===== src/verilog/dcs_pkg.sv =====
// Purpose: Constants and types for the drive command source selector
// Assumes: 10 MHz mclk, 1 ms control tick, AHB-Lite register access
// Notes:   Register offsets are byte addresses of aligned 32-bit words
// Functional notes
// - Run-switch-over terminal picks main or alternative run source.
// - 2-wire: open/open stop, 1 forward, 2 reverse only when unlocked.
// - 2-wire both closed: stop, raise alarm after 500 ms.
// - Code 26 on any of terminals 3..6 selects 3-wire mode.
// - 3-wire: terminal 1 run, terminal 2 stop, terminal 5 direction.
// - 3-wire run closure must last 50 ms before starting.
// - Init value 2, 4 or 6 presets terminals 1 and 2 to fwd/rev.
// - Code 53 anywhere selects self-holding: 1 latches fwd, 2 rev.
// - Self-holding terminals 1, 2 and 5 need 50 ms closure.
// - Codes 53 and 26 together raise the terminal conflict error.
// - Run source 2 takes run commands from the serial port.
// - Run source 3 uses ladder logic engine, 4 the RTC scheduler.
// - Frequency codes: keypad, analog 1, UP/DOWN, serial, RTC, analog 2 aux.
// - Active alternative keypad source uses only speed-stage-0 value.
// - Code 13 terminal switches reference between analog inputs 1 and 2.
// - Analog 2 type 0 is voltage, 1 current (default); 1 always voltage.
// - Analog 2 function 10 adds its reference to analog 1 reference.
// - UP/DOWN source raises while UP closed, lowers while DOWN closed.
// - Run source 0 uses keypad keys; direction kept in its setting.
`default_nettype none

package dcs_pkg;

	// Timing
	localparam int CLK_PERIOD_NS   = 100;
	localparam int TICK_US         = 1000;
	localparam int TICK_CYCLES_DEF = TICK_US * 1000 / CLK_PERIOD_NS;
	localparam int MIN_CLOSE_MS    = 50;
	localparam int ALARM_MS        = 500;
	localparam int MIN_CLOSE_TICKS = (MIN_CLOSE_MS * 1000 + TICK_US - 1) / TICK_US;
	localparam int ALARM_TICKS     = (ALARM_MS * 1000 + TICK_US - 1) / TICK_US;

	// Register byte offsets
	localparam logic [7:0] OFS_RUN_CFG  = 8'h00;
	localparam logic [7:0] OFS_FREQ_CFG = 8'h04;
	localparam logic [7:0] OFS_TERM_LO  = 8'h08;
	localparam logic [7:0] OFS_TERM_HI  = 8'h0C;
	localparam logic [7:0] OFS_INIT     = 8'h10;
	localparam logic [7:0] OFS_STAGE0   = 8'h14;
	localparam logic [7:0] OFS_SERIAL   = 8'h18;
	localparam logic [7:0] OFS_STATUS   = 8'h1C;
	localparam logic [7:0] OFS_FREQ_OUT = 8'h20;

	// Field positions
	localparam int RUN_MAIN_LSB = 0;
	localparam int RUN_ALT_LSB  = 4;
	localparam int DIR_LOCK_LSB = 8;
	localparam int KEY_DIR_BIT  = 12;
	localparam int FRQ_MAIN_LSB = 0;
	localparam int FRQ_ALT_LSB  = 4;
	localparam int FRQ_USE_ALT  = 8;
	localparam int AN2_TYPE_BIT = 12;
	localparam int AN2_FUNC_LSB = 16;
	localparam int SER_RUN_BIT  = 16;
	localparam int SER_REV_BIT  = 17;

	// Reset values
	localparam logic [31:0] RUN_CFG_RST  = 32'h0000_0000;
	localparam logic [31:0] FREQ_CFG_RST = 32'h000A_1000;
	localparam logic [31:0] TERM_LO_RST  = 32'hFFFF_0100;
	localparam logic [31:0] TERM_HI_RST  = 32'h0000_FFFF;

	// Terminal function codes and analog 2 function codes
	localparam logic [7:0] FC_FWD     = 8'h00;
	localparam logic [7:0] FC_REV     = 8'h01;
	localparam logic [7:0] FC_UP      = 8'h08;
	localparam logic [7:0] FC_DOWN    = 8'h09;
	localparam logic [7:0] FC_RUN_SW  = 8'h0C;
	localparam logic [7:0] FC_AI_SW   = 8'h0D;
	localparam logic [7:0] FC_3WIRE   = 8'h1A;
	localparam logic [7:0] FC_HOLD    = 8'h35;
	localparam logic [3:0] AN2_ADD    = 4'hA;
	localparam logic [3:0] AN2_AUX    = 4'h0;

	typedef enum logic [2:0] {
		RUN_KEYPAD = 3'h0, RUN_TERM = 3'h1, RUN_SERIAL = 3'h2,
		RUN_LADDER = 3'h3, RUN_RTC = 3'h4
	} dcs_run_src_type;

	typedef enum logic [2:0] {
		FRQ_KEYPAD = 3'h0, FRQ_AN1 = 3'h1, FRQ_UPDN = 3'h2,
		FRQ_SERIAL = 3'h3, FRQ_RTC = 3'h6, FRQ_AN2_AUX = 3'h7
	} dcs_frq_src_type;

	typedef enum logic [2:0] {
		MODE_TWO = 3'b001, MODE_THREE = 3'b010, MODE_HOLD = 3'b100
	} dcs_mode_type;

endpackage : dcs_pkg

`default_nettype wire


===== src/verilog/dcs_source_select.sv =====
// Purpose: Run-command and frequency-reference source selection
// Assumes: Terminals are asynchronous pins; other inputs share mclk
// Notes:   AHB-Lite slave, zero wait states, always OKAY
//
// Our own choices: register access over AHB-Lite and the placing of the registers.
`default_nettype none

module dcs_source_select
	import dcs_pkg::*;
#(
	parameter int TICK_CYCLES = TICK_CYCLES_DEF,
	parameter int FREQ_W      = 16
) (
	// Clock and reset
	input  wire  logic              mclk,
	input  wire  logic              reset,
	// AHB-Lite slave
	input  wire  logic              hsel,
	input  wire  logic [31:0]       haddr,
	input  wire  logic [1:0]        htrans,
	input  wire  logic              hwrite,
	input  wire  logic [2:0]        hsize,
	input  wire  logic [31:0]       hwdata,
	input  wire  logic              hready,
	output logic       [31:0]       hrdata,
	output logic                    hreadyout,
	output logic                    hresp,
	// Input terminals (pins), bit 0 is input_terminal_1
	input  wire  logic [5:0]        input_terminal,
	// Keypad, one-cycle key pulses
	input  wire  logic              key_run,
	input  wire  logic              key_stop,
	input  wire  logic              key_dir,
	input  wire  logic [FREQ_W-1:0] keypad_freq,
	// Other command sources
	input  wire  logic              ladder_run,
	input  wire  logic              ladder_rev,
	input  wire  logic              rtc_run,
	input  wire  logic              rtc_rev,
	input  wire  logic [FREQ_W-1:0] rtc_freq,
	input  wire  logic [FREQ_W-1:0] analog_input_1,
	input  wire  logic [FREQ_W-1:0] analog_input_2,
	// Results
	output logic                    run_cmd,
	output logic                    reverse_cmd,
	output logic       [FREQ_W-1:0] freq_ref,
	output logic                    an2_current_mode,
	output logic                    both_direction_alarm,
	output logic                    terminal_conflict_error
);

	localparam logic [FREQ_W-1:0] FMAX = {FREQ_W{1'b1}};

	function automatic logic has_code(input logic [47:0] f,
			input logic [7:0] code, input int first);
		logic r;
		r = 1'b0;
		for (int i = first; i < 6; i++) begin
			if (f[8*i +: 8] == code) begin
				r = 1'b1;
			end
		end
		return r;
	endfunction : has_code

	function automatic logic term_of(input logic [47:0] f,
			input logic [7:0] code, input logic [5:0] lvl);
		logic r;
		r = 1'b0;
		for (int i = 0; i < 6; i++) begin
			if (f[8*i +: 8] == code && lvl[i]) begin
				r = 1'b1;
			end
		end
		return r;
	endfunction : term_of

	////////////////////////////////////////////////////////////////////
	// Registers and AHB-Lite slave

	logic [31:0] run_cfg_q, freq_cfg_q, term_lo_q, term_hi_q;
	logic [31:0] stage0_q, serial_q;
	logic        wr_pend_q;
	logic [7:0]  wr_addr_q;
	logic        init_hit;
	logic [31:0] status;
	logic [47:0] func;

	wire addr_ok = hsel && hready && htrans[1];

	always_ff @(posedge mclk) begin
		if (reset) begin
			wr_pend_q <= 1'b0;
			wr_addr_q <= 8'h00;
		end else begin
			wr_pend_q <= addr_ok && hwrite;
			wr_addr_q <= haddr[7:0];
		end
	end

	wire wr_en = wr_pend_q;
	assign init_hit = wr_en && wr_addr_q == OFS_INIT &&
		(hwdata[3:0] == 4'h2 || hwdata[3:0] == 4'h4 ||
		hwdata[3:0] == 4'h6);

	always_ff @(posedge mclk) begin
		if (reset) begin
			run_cfg_q  <= RUN_CFG_RST;
			freq_cfg_q <= FREQ_CFG_RST;
			term_lo_q  <= TERM_LO_RST;
			term_hi_q  <= TERM_HI_RST;
			stage0_q   <= 32'h0000_0000;
			serial_q   <= 32'h0000_0000;
		end else begin
			if (wr_en) begin
				case (wr_addr_q)
					OFS_RUN_CFG:  run_cfg_q  <= hwdata;
					OFS_FREQ_CFG: freq_cfg_q <= hwdata;
					OFS_TERM_LO:  term_lo_q  <= hwdata;
					OFS_TERM_HI:  term_hi_q  <= hwdata;
					OFS_STAGE0:   stage0_q   <= hwdata;
					OFS_SERIAL:   serial_q   <= hwdata;
					default: ;
				endcase
			end
			if (init_hit) begin
				term_lo_q[15:0] <= {FC_REV, FC_FWD};
			end
			// Keypad direction key toggles the stored direction
			if (key_dir) begin
				run_cfg_q[KEY_DIR_BIT] <= ~run_cfg_q[KEY_DIR_BIT];
			end
		end
	end

	assign func = {term_hi_q[15:0], term_lo_q};

	always_ff @(posedge mclk) begin
		if (reset) begin
			hrdata <= 32'h0000_0000;
		end else if (addr_ok && !hwrite) begin
			case (haddr[7:0])
				OFS_RUN_CFG:  hrdata <= run_cfg_q;
				OFS_FREQ_CFG: hrdata <= freq_cfg_q;
				OFS_TERM_LO:  hrdata <= term_lo_q;
				OFS_TERM_HI:  hrdata <= {16'h0000, term_hi_q[15:0]};
				OFS_STAGE0:   hrdata <= stage0_q;
				OFS_SERIAL:   hrdata <= serial_q;
				OFS_STATUS:   hrdata <= status;
				OFS_FREQ_OUT: hrdata <= 32'(freq_ref);
				default:      hrdata <= 32'h0000_0000;
			endcase
		end
	end

	assign hreadyout = 1'b1;
	assign hresp     = 1'b0;

	////////////////////////////////////////////////////////////////////
	// Control tick, synchroniser and minimum-closure filters

	logic [$clog2(TICK_CYCLES)-1:0] tick_cnt_q;
	logic       tick;
	logic [5:0] term_m_q, term_s_q, term_f;

	assign tick = tick_cnt_q == ($clog2(TICK_CYCLES))'(TICK_CYCLES - 1);

	always_ff @(posedge mclk) begin
		if (reset || tick) begin
			tick_cnt_q <= '0;
		end else begin
			tick_cnt_q <= tick_cnt_q + 1'b1;
		end
	end

	always_ff @(posedge mclk) begin
		if (reset) begin
			term_m_q <= 6'h00;
			term_s_q <= 6'h00;
		end else begin
			term_m_q <= input_terminal;
			term_s_q <= term_m_q;
		end
	end

	// Filter counts ticks of continuous closure; a bounce restarts it
	genvar gi;
	generate
		for (gi = 0; gi < 6; gi++) begin : g_filt
			logic [7:0] cnt_q;
			always_ff @(posedge mclk) begin
				if (reset || !term_s_q[gi]) begin
					cnt_q <= 8'h00;
				end else if (tick && cnt_q != 8'(MIN_CLOSE_TICKS)) begin
					cnt_q <= cnt_q + 8'h01;
				end
			end
			assign term_f[gi] = cnt_q == 8'(MIN_CLOSE_TICKS);
		end
	endgenerate

	////////////////////////////////////////////////////////////////////
	// Terminal mode decoding

	dcs_mode_type mode;
	logic conflict, hold_en, three_en;

	assign hold_en  = has_code(func, FC_HOLD, 0);
	assign three_en = has_code(func, FC_3WIRE, 2);
	assign conflict = hold_en && has_code(func, FC_3WIRE, 0);

	always_comb begin
		if (hold_en) begin
			mode = MODE_HOLD;
		end else if (three_en) begin
			mode = MODE_THREE;
		end else begin
			mode = MODE_TWO;
		end
	end

	logic       rev_ok, lat_run_q, lat_rev_q, f1_q, f2_q;
	logic       tw_fwd, tw_rev, tw_both;
	logic [9:0] both_cnt_q;

	assign rev_ok  = run_cfg_q[DIR_LOCK_LSB +: 2] == 2'b00;
	assign tw_fwd  = term_of(func, FC_FWD, term_s_q);
	assign tw_rev  = term_of(func, FC_REV, term_s_q);
	assign tw_both = mode == MODE_TWO && tw_fwd && tw_rev;

	// Latch for 3-wire and self-holding; starts on filtered edges, stops on filtered levels
	always_ff @(posedge mclk) begin
		if (reset) begin
			lat_run_q <= 1'b0;
			lat_rev_q <= 1'b0;
			f1_q      <= 1'b0;
			f2_q      <= 1'b0;
		end else begin
			f1_q <= term_f[0];
			f2_q <= term_f[1];
			case (mode)
				MODE_THREE: begin
					if (!term_f[1]) begin
						lat_run_q <= 1'b0;
					end else if (term_f[0] && !f1_q) begin
						lat_run_q <= 1'b1;
					end
					lat_rev_q <= term_f[4];
				end
				MODE_HOLD: begin
					if (!term_f[4]) begin
						lat_run_q <= 1'b0;
					end else if (term_f[0] && !f1_q) begin
						lat_run_q <= 1'b1;
						lat_rev_q <= 1'b0;
					end else if (term_f[1] && !f2_q) begin
						lat_run_q <= 1'b1;
						lat_rev_q <= 1'b1;
					end
				end
				default: begin
					lat_run_q <= 1'b0;
					lat_rev_q <= 1'b0;
				end
			endcase
		end
	end

	always_ff @(posedge mclk) begin
		if (reset || !tw_both) begin
			both_cnt_q <= 10'h000;
		end else if (tick && both_cnt_q != 10'(ALARM_TICKS)) begin
			both_cnt_q <= both_cnt_q + 10'h001;
		end
	end

	////////////////////////////////////////////////////////////////////
	// Run command source

	logic [2:0] run_src;
	logic       key_run_q, run_d, rev_d;

	assign run_src = term_of(func, FC_RUN_SW, term_s_q) ?
		run_cfg_q[RUN_ALT_LSB +: 3] : run_cfg_q[RUN_MAIN_LSB +: 3];

	always_ff @(posedge mclk) begin
		if (reset || key_stop) begin
			key_run_q <= 1'b0;
		end else if (key_run) begin
			key_run_q <= 1'b1;
		end
	end

	always_comb begin
		run_d = 1'b0;
		rev_d = 1'b0;
		case (run_src)
			RUN_KEYPAD: begin
				run_d = key_run_q;
				rev_d = run_cfg_q[KEY_DIR_BIT];
			end
			RUN_TERM: begin
				if (mode == MODE_TWO) begin
					run_d = tw_fwd ^ tw_rev;
					rev_d = tw_rev && !tw_fwd;
				end else begin
					run_d = lat_run_q && !conflict;
					rev_d = lat_rev_q;
				end
			end
			RUN_SERIAL: begin
				run_d = serial_q[SER_RUN_BIT];
				rev_d = serial_q[SER_REV_BIT];
			end
			RUN_LADDER: begin
				run_d = ladder_run;
				rev_d = ladder_rev;
			end
			RUN_RTC: begin
				run_d = rtc_run;
				rev_d = rtc_rev;
			end
			default: ;
		endcase
		// Reverse request with direction lock set becomes a stop
		if (rev_d && !rev_ok) begin
			run_d = 1'b0;
		end
	end

	always_ff @(posedge mclk) begin
		if (reset) begin
			run_cmd                 <= 1'b0;
			reverse_cmd             <= 1'b0;
			both_direction_alarm    <= 1'b0;
			terminal_conflict_error <= 1'b0;
		end else begin
			run_cmd                 <= run_d;
			reverse_cmd             <= rev_d && run_d;
			both_direction_alarm    <= both_cnt_q == 10'(ALARM_TICKS);
			terminal_conflict_error <= conflict;
		end
	end

	////////////////////////////////////////////////////////////////////
	// Frequency reference source

	logic [FREQ_W-1:0] updn_q, ai_ref, freq_d;
	logic [FREQ_W:0]   ai_sum;
	logic [2:0]        frq_src;
	logic              use_alt, up_on, dn_on;

	assign use_alt = freq_cfg_q[FRQ_USE_ALT];
	assign frq_src = use_alt ? freq_cfg_q[FRQ_ALT_LSB +: 3] :
		freq_cfg_q[FRQ_MAIN_LSB +: 3];
	assign up_on = term_of(func, FC_UP, term_s_q);
	assign dn_on = term_of(func, FC_DOWN, term_s_q);
	assign an2_current_mode = freq_cfg_q[AN2_TYPE_BIT];

	// With UP and DOWN both closed, or both open, the setpoint just holds
	always_ff @(posedge mclk) begin
		if (reset) begin
			updn_q <= '0;
		end else if (tick && up_on && !dn_on && updn_q != FMAX) begin
			updn_q <= updn_q + 1'b1;
		end else if (tick && dn_on && !up_on && updn_q != '0) begin
			updn_q <= updn_q - 1'b1;
		end
	end

	assign ai_sum = {1'b0, analog_input_1} + {1'b0, analog_input_2};

	always_comb begin
		if (freq_cfg_q[AN2_FUNC_LSB +: 4] == AN2_ADD) begin
			ai_ref = ai_sum[FREQ_W] ? FMAX : ai_sum[FREQ_W-1:0];
		end else if (term_of(func, FC_AI_SW, term_s_q)) begin
			ai_ref = analog_input_2;
		end else begin
			ai_ref = analog_input_1;
		end
	end

	always_comb begin
		case (frq_src)
			FRQ_KEYPAD:
				freq_d = use_alt ? stage0_q[FREQ_W-1:0] : keypad_freq;
			FRQ_AN1:    freq_d = ai_ref;
			FRQ_UPDN:   freq_d = updn_q;
			FRQ_SERIAL: freq_d = serial_q[FREQ_W-1:0];
			FRQ_RTC:    freq_d = rtc_freq;
			FRQ_AN2_AUX:
				freq_d = freq_cfg_q[AN2_FUNC_LSB +: 4] == AN2_AUX ?
					analog_input_2 : '0;
			default:    freq_d = '0;
		endcase
	end

	always_ff @(posedge mclk) begin
		if (reset) begin
			freq_ref <= '0;
		end else begin
			freq_ref <= freq_d;
		end
	end

	assign status = {10'h000, term_f, 1'b0, mode, 1'b0, frq_src,
		1'b0, run_src, terminal_conflict_error, both_direction_alarm,
		reverse_cmd, run_cmd};

	////////////////////////////////////////////////////////////////////
	// Assertions

	logic [31:0] closed_cyc_q;
	always_ff @(posedge mclk) begin
		if (reset || !term_s_q[0]) begin
			closed_cyc_q <= 32'h0000_0000;
		end else if (closed_cyc_q != 32'hFFFF_FFFF) begin
			closed_cyc_q <= closed_cyc_q + 32'h0000_0001;
		end
	end
endmodule : dcs_source_select

`default_nettype wire


===== config.mk =====
export PLATFORM = sky130hd
export DESIGN_NAME = dcs_source_select
export DESIGN_NICKNAME = d
export VERILOG_FILES = /design/src/verilog/dcs_pkg.sv /design/src/verilog/dcs_source_select.sv
export SDC_FILE = /design/constraint.sdc
export NUM_CORES = 1
export LEC_CHECK = 0
export ABC_AREA = 1
export BUFFER_PORTS_ARGS = -buffer_cell sky130_fd_sc_hd__buf_2
export CORE_MARGIN = 1.5
export CORE_UTILIZATION = 55
export DETAILED_ROUTE_END_ITERATION = 6
export GPL_TIMING_DRIVEN = 0
export PLACE_DENSITY = 0.76
export SYNTH_ARGS = -nofsm -noshare
export SYNTH_HDL_FRONTEND = slang
export SYNTH_SLANG_ARGS = --single-unit

===== constraint.sdc =====
create_clock -name mclk -period 9.65 [get_ports mclk]
set_input_delay 0.4825 -clock mclk [delete_from_list [all_inputs] [get_ports mclk]]
set_output_delay 0.4825 -clock mclk [all_outputs]
set_load 0.02 [all_outputs]

* After elaboration in Yosys (flattened, before gate mapping)
Cells that the tools add are included.
** Word-level totals
- Flip-flop bits (word level) :: 342
- Input bits :: 151
- Output and inout port bits :: 55
- Word-level logic and storage cells :: 335
** Cells by class
- Add/sub/neg operators :: 11
- Eq/ne operators :: 91
- Muxes and demuxes :: 83
- Bitwise logic cells :: 2
- Reductions and logical operators :: 116
** Operator list (count)
- $pmux 32 s8 :: 1
- $eq 8x4->1 const B :: 28
- $mux 16 :: 7
- $eq 8x6->1 const B :: 13
- $eq 8x5->1 const B :: 12
- $pmux 16 s6 :: 1
- $logic_and 1x1->1 :: 64
- $logic_not 8->1 :: 8
- $mux 1 :: 64
- $add 8x1->8 const B :: 6
- $eq 8x1->1 const B :: 6
- $ne 8x6->1 const B :: 6
- $mux 13 :: 2
- $reduce_and 2->1 :: 9
- $add 16x16->17 :: 1
- $add 16x1->16 const B :: 1
- $eq 8x3->1 const B :: 2
- $ne 16x16->1 const B :: 1
- $reduce_bool 16->1 :: 1
- $sub 16x1->16 const B :: 1
- $eq 3x2->1 const B :: 5
- $logic_not 1->1 :: 15
- $add 14x1->14 const B :: 1
- $eq 14x14->1 const B :: 1
- other kinds (23) :: 47

* Logic depth before layout (Yosys ltp)
- Word-level depth :: 15
- Depth in mapped cells :: 23
- Mapped depth without buffers :: 23

* Least setup slack after synthesis
Ideal clock, no wire load.
- Path type :: register -> register
- From :: register term_lo_q[12]
- To :: register updn_q[13]
- Arrival :: 3.174 ns
- Data required time :: 9.530 ns
- Setup slack :: 6.356 ns
- Cell stages (with the launch flop) :: 19
- Period minus slack after synthesis :: 3.294 ns
- Cell sequence :: dfxtp_1 nor2_1 and2_1 buf_6 nand4_1 nand2_1 nor3_2 nand2_1 inv_2 nand3_1 ha_1 a21oi_1 nand2_1 a21oi_1 o21ai_0 a21boi_0 o21bai_1 xnor2_1 a21oi_2
** Between the ends
- Cells in the longest elaborated chain, start to end :: 11
- Elaborated cells on any way between the ends :: 24
** RTL lines
- start, declared :: RTL line dcs_source_select.sv:81 : logic [31:0] run_cfg_q, freq_cfg_q, term_lo_q, term_hi_q;
- start signal, assigned :: RTL line dcs_source_select.sv:119 : OFS_TERM_LO: term_lo_q <= hwdata;
- start signal, assigned :: RTL line dcs_source_select.sv:127 : term_lo_q[15:0] <= {FC_REV, FC_FWD};
- $eq 8x4->1 :: RTL line dcs_source_select.sv:71 : if (f[8*i +: 8] == code && lvl[i]) begin
- $logic_and 1x1->1 :: RTL line dcs_source_select.sv:71
- $mux 1 (5 in series) :: RTL line dcs_source_select.sv:71
- $logic_and 1x1->1 (tied with other cells) :: RTL line dcs_source_select.sv:364 : end else if (tick && up_on && !dn_on && updn_q != FMAX) begin
- $logic_and 1x1->1, on equally long branches (2 in series) :: RTL line dcs_source_select.sv:364, dcs_source_select.sv:366
- $mux 16 or $reduce_bool 2->1 (tied branches)
- end signal, assigned :: RTL line dcs_source_select.sv:365 : updn_q <= updn_q + 1'b1;
- end signal, assigned :: RTL line dcs_source_select.sv:367 : updn_q <= updn_q - 1'b1;
- end, declared :: RTL line dcs_source_select.sv:348 : logic [FREQ_W-1:0] updn_q, ai_ref, freq_d;
Several ways; a longest one is shown, not always the timed one.
A chain may end at the register's enable or synchronous reset.

* Final worst setup path
- From :: register term_hi_q[6]
- To :: register updn_q[13]
** Between the ends
- Cells in the longest elaborated chain, start to end :: 8
- Elaborated cells on any way between the ends :: 18
** RTL lines
- start, declared :: RTL line dcs_source_select.sv:81
- start signal, assigned :: RTL line dcs_source_select.sv:120 : OFS_TERM_HI: term_hi_q <= hwdata;
- $eq 8x4->1 :: RTL line dcs_source_select.sv:71
- $logic_and 1x1->1 :: RTL line dcs_source_select.sv:71
- $mux 1 (2 in series) :: RTL line dcs_source_select.sv:71
- $logic_and 1x1->1 (tied with other cells) :: RTL line dcs_source_select.sv:364
- $logic_and 1x1->1, on equally long branches (2 in series) :: RTL line dcs_source_select.sv:364, dcs_source_select.sv:366
- $mux 16 or $reduce_bool 2->1 (tied branches)
Several ways; a longest one is shown, not always the timed one.

==> metrics <==
outcome=complete, no violations; final clock skew=26.79 ps; CP endpoint kind=flip-flop; Critical Path Start Type=flip-flop; Initial Utilization=between 50% and 60%; Vias=18.82k; Worst Path Max Fanout=16; DR iter-0 viols=approximately 2.3k; CTS Hold Bufs=0; critical path data arrival time=between 4000 and 5000 ps; nets=~3.0k; total gr overflow=0; GRT Overall Usage=between 30% and 40%; R2R depth=15; Max Slew Vio Count=0; mean number of vias per cell=between 5 and 6; crit-path max cell delay=610 ps; Setup-failing EPs final=0; r2r endpoint=updn_q[13]; P_leak=approximately 8.5 nW; Worst-Skew Late Latency=540 ps; Synth cell types=63; end of the critical path=updn_q[13]; MaxCap Viol Count=0; die height=182.2 um; Detail Route Antenna Nets=0; worst-path cell chain=nor2_1, nand2_1, o31ai_1, nor3_4, inv_1, nand3_1, ha_1, a21oi_1, nand2_1, a21oi_1, o21ai_0, a21boi_0, o21bai_1, xnor2_1, a21oi_2; Die X-Extent=between 150 and 200 um; dpl hpwl=49.37 mm; Least-Margin Pin Slew=between 1000 and 1500 ps; CTS resizes=0; Min-Delay Path Class=primary input to flip-flop; Die ar.=0.03318 mm2; CTS tree=yes; post-CTS setup buffers=0; drt drc=0; WP depth=15; Final Cycle Share=between 40% and 50%; clock sinks=about 340; std cell rows=between 60 and 70; share of layout cells above drive strength 1=a little under an eighth; worst r2r src=term_hi_q[6]; Longest Clk Path Bufs=3; Slew Limit Headroom=between 10% and 20%; Crit. Startpoint=term_hi_q[6]; final number of hold-violating endpoints=0; buffers plus inverters on the worst setup path=1; area grow syn2layout=15.10%; overall power=0.003127 W; reg-to-reg slack, setup=roughly 5300 ps; first-pass GRT wire length=just under 100 mm; Port Buffers=about 170; filler cell count=between 2k and 3k; GPL Wtd Cong=about 1; Worst Path Required=between 10000 and 15000 ps; drt wl/cell=around 20 um; worst hold margin=97.54 ps; vias in the first global route=17.25k; drt first pass iters=6; setup TNS=0 ps; Mapped Cells=around 2.5k; critical path type=flip-flop to flip-flop; Worst-path clk slew=roughly 60 ps; syn_area_per_cell=roughly 7.0 um2; syn_nets=about 2.7k; FF+latch count, synth=~340; RSZ-0062 raised after global routing=no; largest net degree at the start of global routing=17; PwrDens=roughly 150 mW/mm2; Synth warnings=0; Synth Cell Area=0.01765 mm2; WL final=between 60 and 70 mm; cts bufs inserted=38; Core Area=0.03156 mm2; clock root buffer master=clkbuf_16; Max Clk Rate=around 230 MHz; IO Pins=slightly above 200; Max VDD drop=0.0001379 V; Tmin final=about 4300 ps; Slowest-stage cell, CP=ha_1; register area share after synthesis=roughly two fifths; antenna violations before repair=4; H-tree levels=2; Worst path top cell family by delay=compound AO/OA/AOI/OAI gates
-- per-stage QoR --
stage / util (%) / cells / instance area (um2) / setup slack, ps
2_1_floorplan: - / 2537 / 17650 / 6356
5_1_grt: 64.39 / 3182 / 20320 / 5086
3_5_place_dp: 60.30 / 3113 / 19030 / 5432
4_1_cts: 64.37 / 3180 / 20310 / 5431
6_report: 64.39 / 3182 / 20320 / 5317
3_3_place_gp: 60.30 / 3113 / 19030 / 5545
-- cell type report --
class                           instances  area [um2]  area share [%]
Inverter                              339        1275           6.275
Timing Repair Buffer                  174       870.8           4.286
Antenna cell                            2       5.005         0.02463
Clock buffer                           60        1175           5.782
Clock inverter                          7       111.4          0.5481
Sequential cell                       342        6847           33.70
Buffer                                102       427.9           2.106
Multi-Input combinational cell       1754        9104           44.81
Tap cell                              402       503.0           2.476
-- state kept, by name, summed over array words and instances, names as in the netlist, 6 cells and up --
name,count
g_filt.cnt_q,48
freq_cfg_q,32
hrdata,32
run_cfg_q,32
serial_q,32
stage0_q,32
term_lo_q,32
freq_ref,16
term_hi_q,16
updn_q,16
tick_cnt_q,14
both_cnt_q,10
wr_addr_q,8
term_m_q,6
term_s_q,6
-- worst reg2reg max path: stages (launching register included) --
cell,delay [ps]
dfxtp_1,310
nor2_1,310
nand2_1,210
o31ai_1,430
nor3_4,130
inv_1,110
nand3_1,540
ha_1,610
a21oi_1,160
nand2_1,110
a21oi_1,260
o21ai_0,260
a21boi_0,380
o21bai_1,130
xnor2_1,220
a21oi_2,80
-- synth_stat cells, drive strengths merged --
| master | n | share of area (%) |
|---|---|---|
| o21a | 4 | 0.17 |
| a211o | 1 | 0.050 |
| o31ai | 7 | 0.30 |
| dfxtp | 342 | 39 |
| a22o | 4 | 0.20 |
| nand3b | 3 | 0.13 |
| nor3 | 55 | 1.9 |
| nor4 | 26 | 1.1 |
| a21oi | 256 | 7.4 |
| a21o | 5 | 0.21 |
| a221oi | 20 | 0.99 |
| nand2 | 449 | 9.7 |
| a21boi | 2 | 0.085 |
| o21ai | 260 | 7.5 |
| nand3 | 123 | 3.6 |
| o221ai | 3 | 0.15 |
| fa | 2 | 0.23 |
| a31oi | 6 | 0.21 |
| o2111ai | 4 | 0.20 |
| clkbuf | 79 | 1.7 |
| o21bai | 2 | 0.085 |
| and3 | 4 | 0.14 |
| nor2 | 307 | 7.0 |
| xor2 | 14 | 0.69 |
| a22oi | 5 | 0.21 |
| a2111oi | 9 | 0.45 |
| xnor2 | 10 | 0.50 |
| ha | 46 | 3.3 |
| or2 | 1 | 0.035 |
| o211a | 1 | 0.057 |
| o41ai | 1 | 0.050 |
| o211ai | 28 | 1.2 |
| and2 | 2 | 0.071 |
| conb | 2 | 0.043 |
| clkinv | 3 | 0.064 |
| nand4 | 30 | 1.1 |
| inv | 336 | 7.2 |
| o32ai | 1 | 0.050 |
| a211oi | 19 | 0.81 |
| nor3b | 6 | 0.26 |
| buf | 23 | 0.74 |
| o2111a | 2 | 0.13 |
| o22ai | 34 | 1.2 |
-- logic make-up after synthesis --
| group | count (synthesis) | share of synthesized area (%) |
|---|---|---|
| DFF | 342 | 38.78 |
| xor gates and xnor gates | 24 | 1.191 |
| buffers and inverters | 441 | 9.646 |
| adders and majority gates | 48 | 3.487 |
| other | 2 | 0.04254 |
| AOI/OAI and AO/OA | 674 | 21.70 |
| and+or+nand+nor | 1006 | 25.15 |
-- worst min path at each step --
stage	cells after the start	startpoint	endpoint	slack (ps)
floorplan	2	term_m_q[0]	term_s_q[0]	390
global placement	2	term_m_q[5]	term_s_q[5]	400
detailed placement	2	term_m_q[5]	term_s_q[5]	390
CTS	2	key_stop	key_run_q	90
global route	2	key_stop	key_run_q	110
finish	2	key_stop	key_run_q	100
-- per-layer routing --
layer / track usage, % / vias to the layer above / share of wire, %
li1: - / 8923 / -
met1: 49.65 / 8641 / 41
met2: 58.67 / 1077 / 43
met3: 9.040 / 181 / 12
met4: 15.50 / 0 / 4.3
met5: 0 / - / 0
-- cell usage in the layout (no fill, tap or decap), types with 20 or more instances in the layout --
cell	instances
o211ai_1	28
nand2_1	439
nand3_1	118
nor3_1	44
nor4_1	22
inv_1	319
clkbuf_16	39
ha_1	46
buf_2	183
nor2_1	290
a21oi_1	250
dfxtp_1	342
a221oi_1	20
o21ai_0	241
clkbuf_1	88
o22ai_1	34
nand4_1	29
-- power by group --
| group | leakage [nW] | internal, W | switching (W) | total, W |
|---|---|---|---|---|
| Combinational | 5.08 | 0.0000657 | 0.000138 | 0.000203 |
| Clock | 0.632 | 0.000891 | 0.000602 | 0.00149 |
| Sequential | 2.77 | 0.00142 | 0.00000909 | 0.00143 |
No activity file was read; power rests on OpenSTA's default activity.
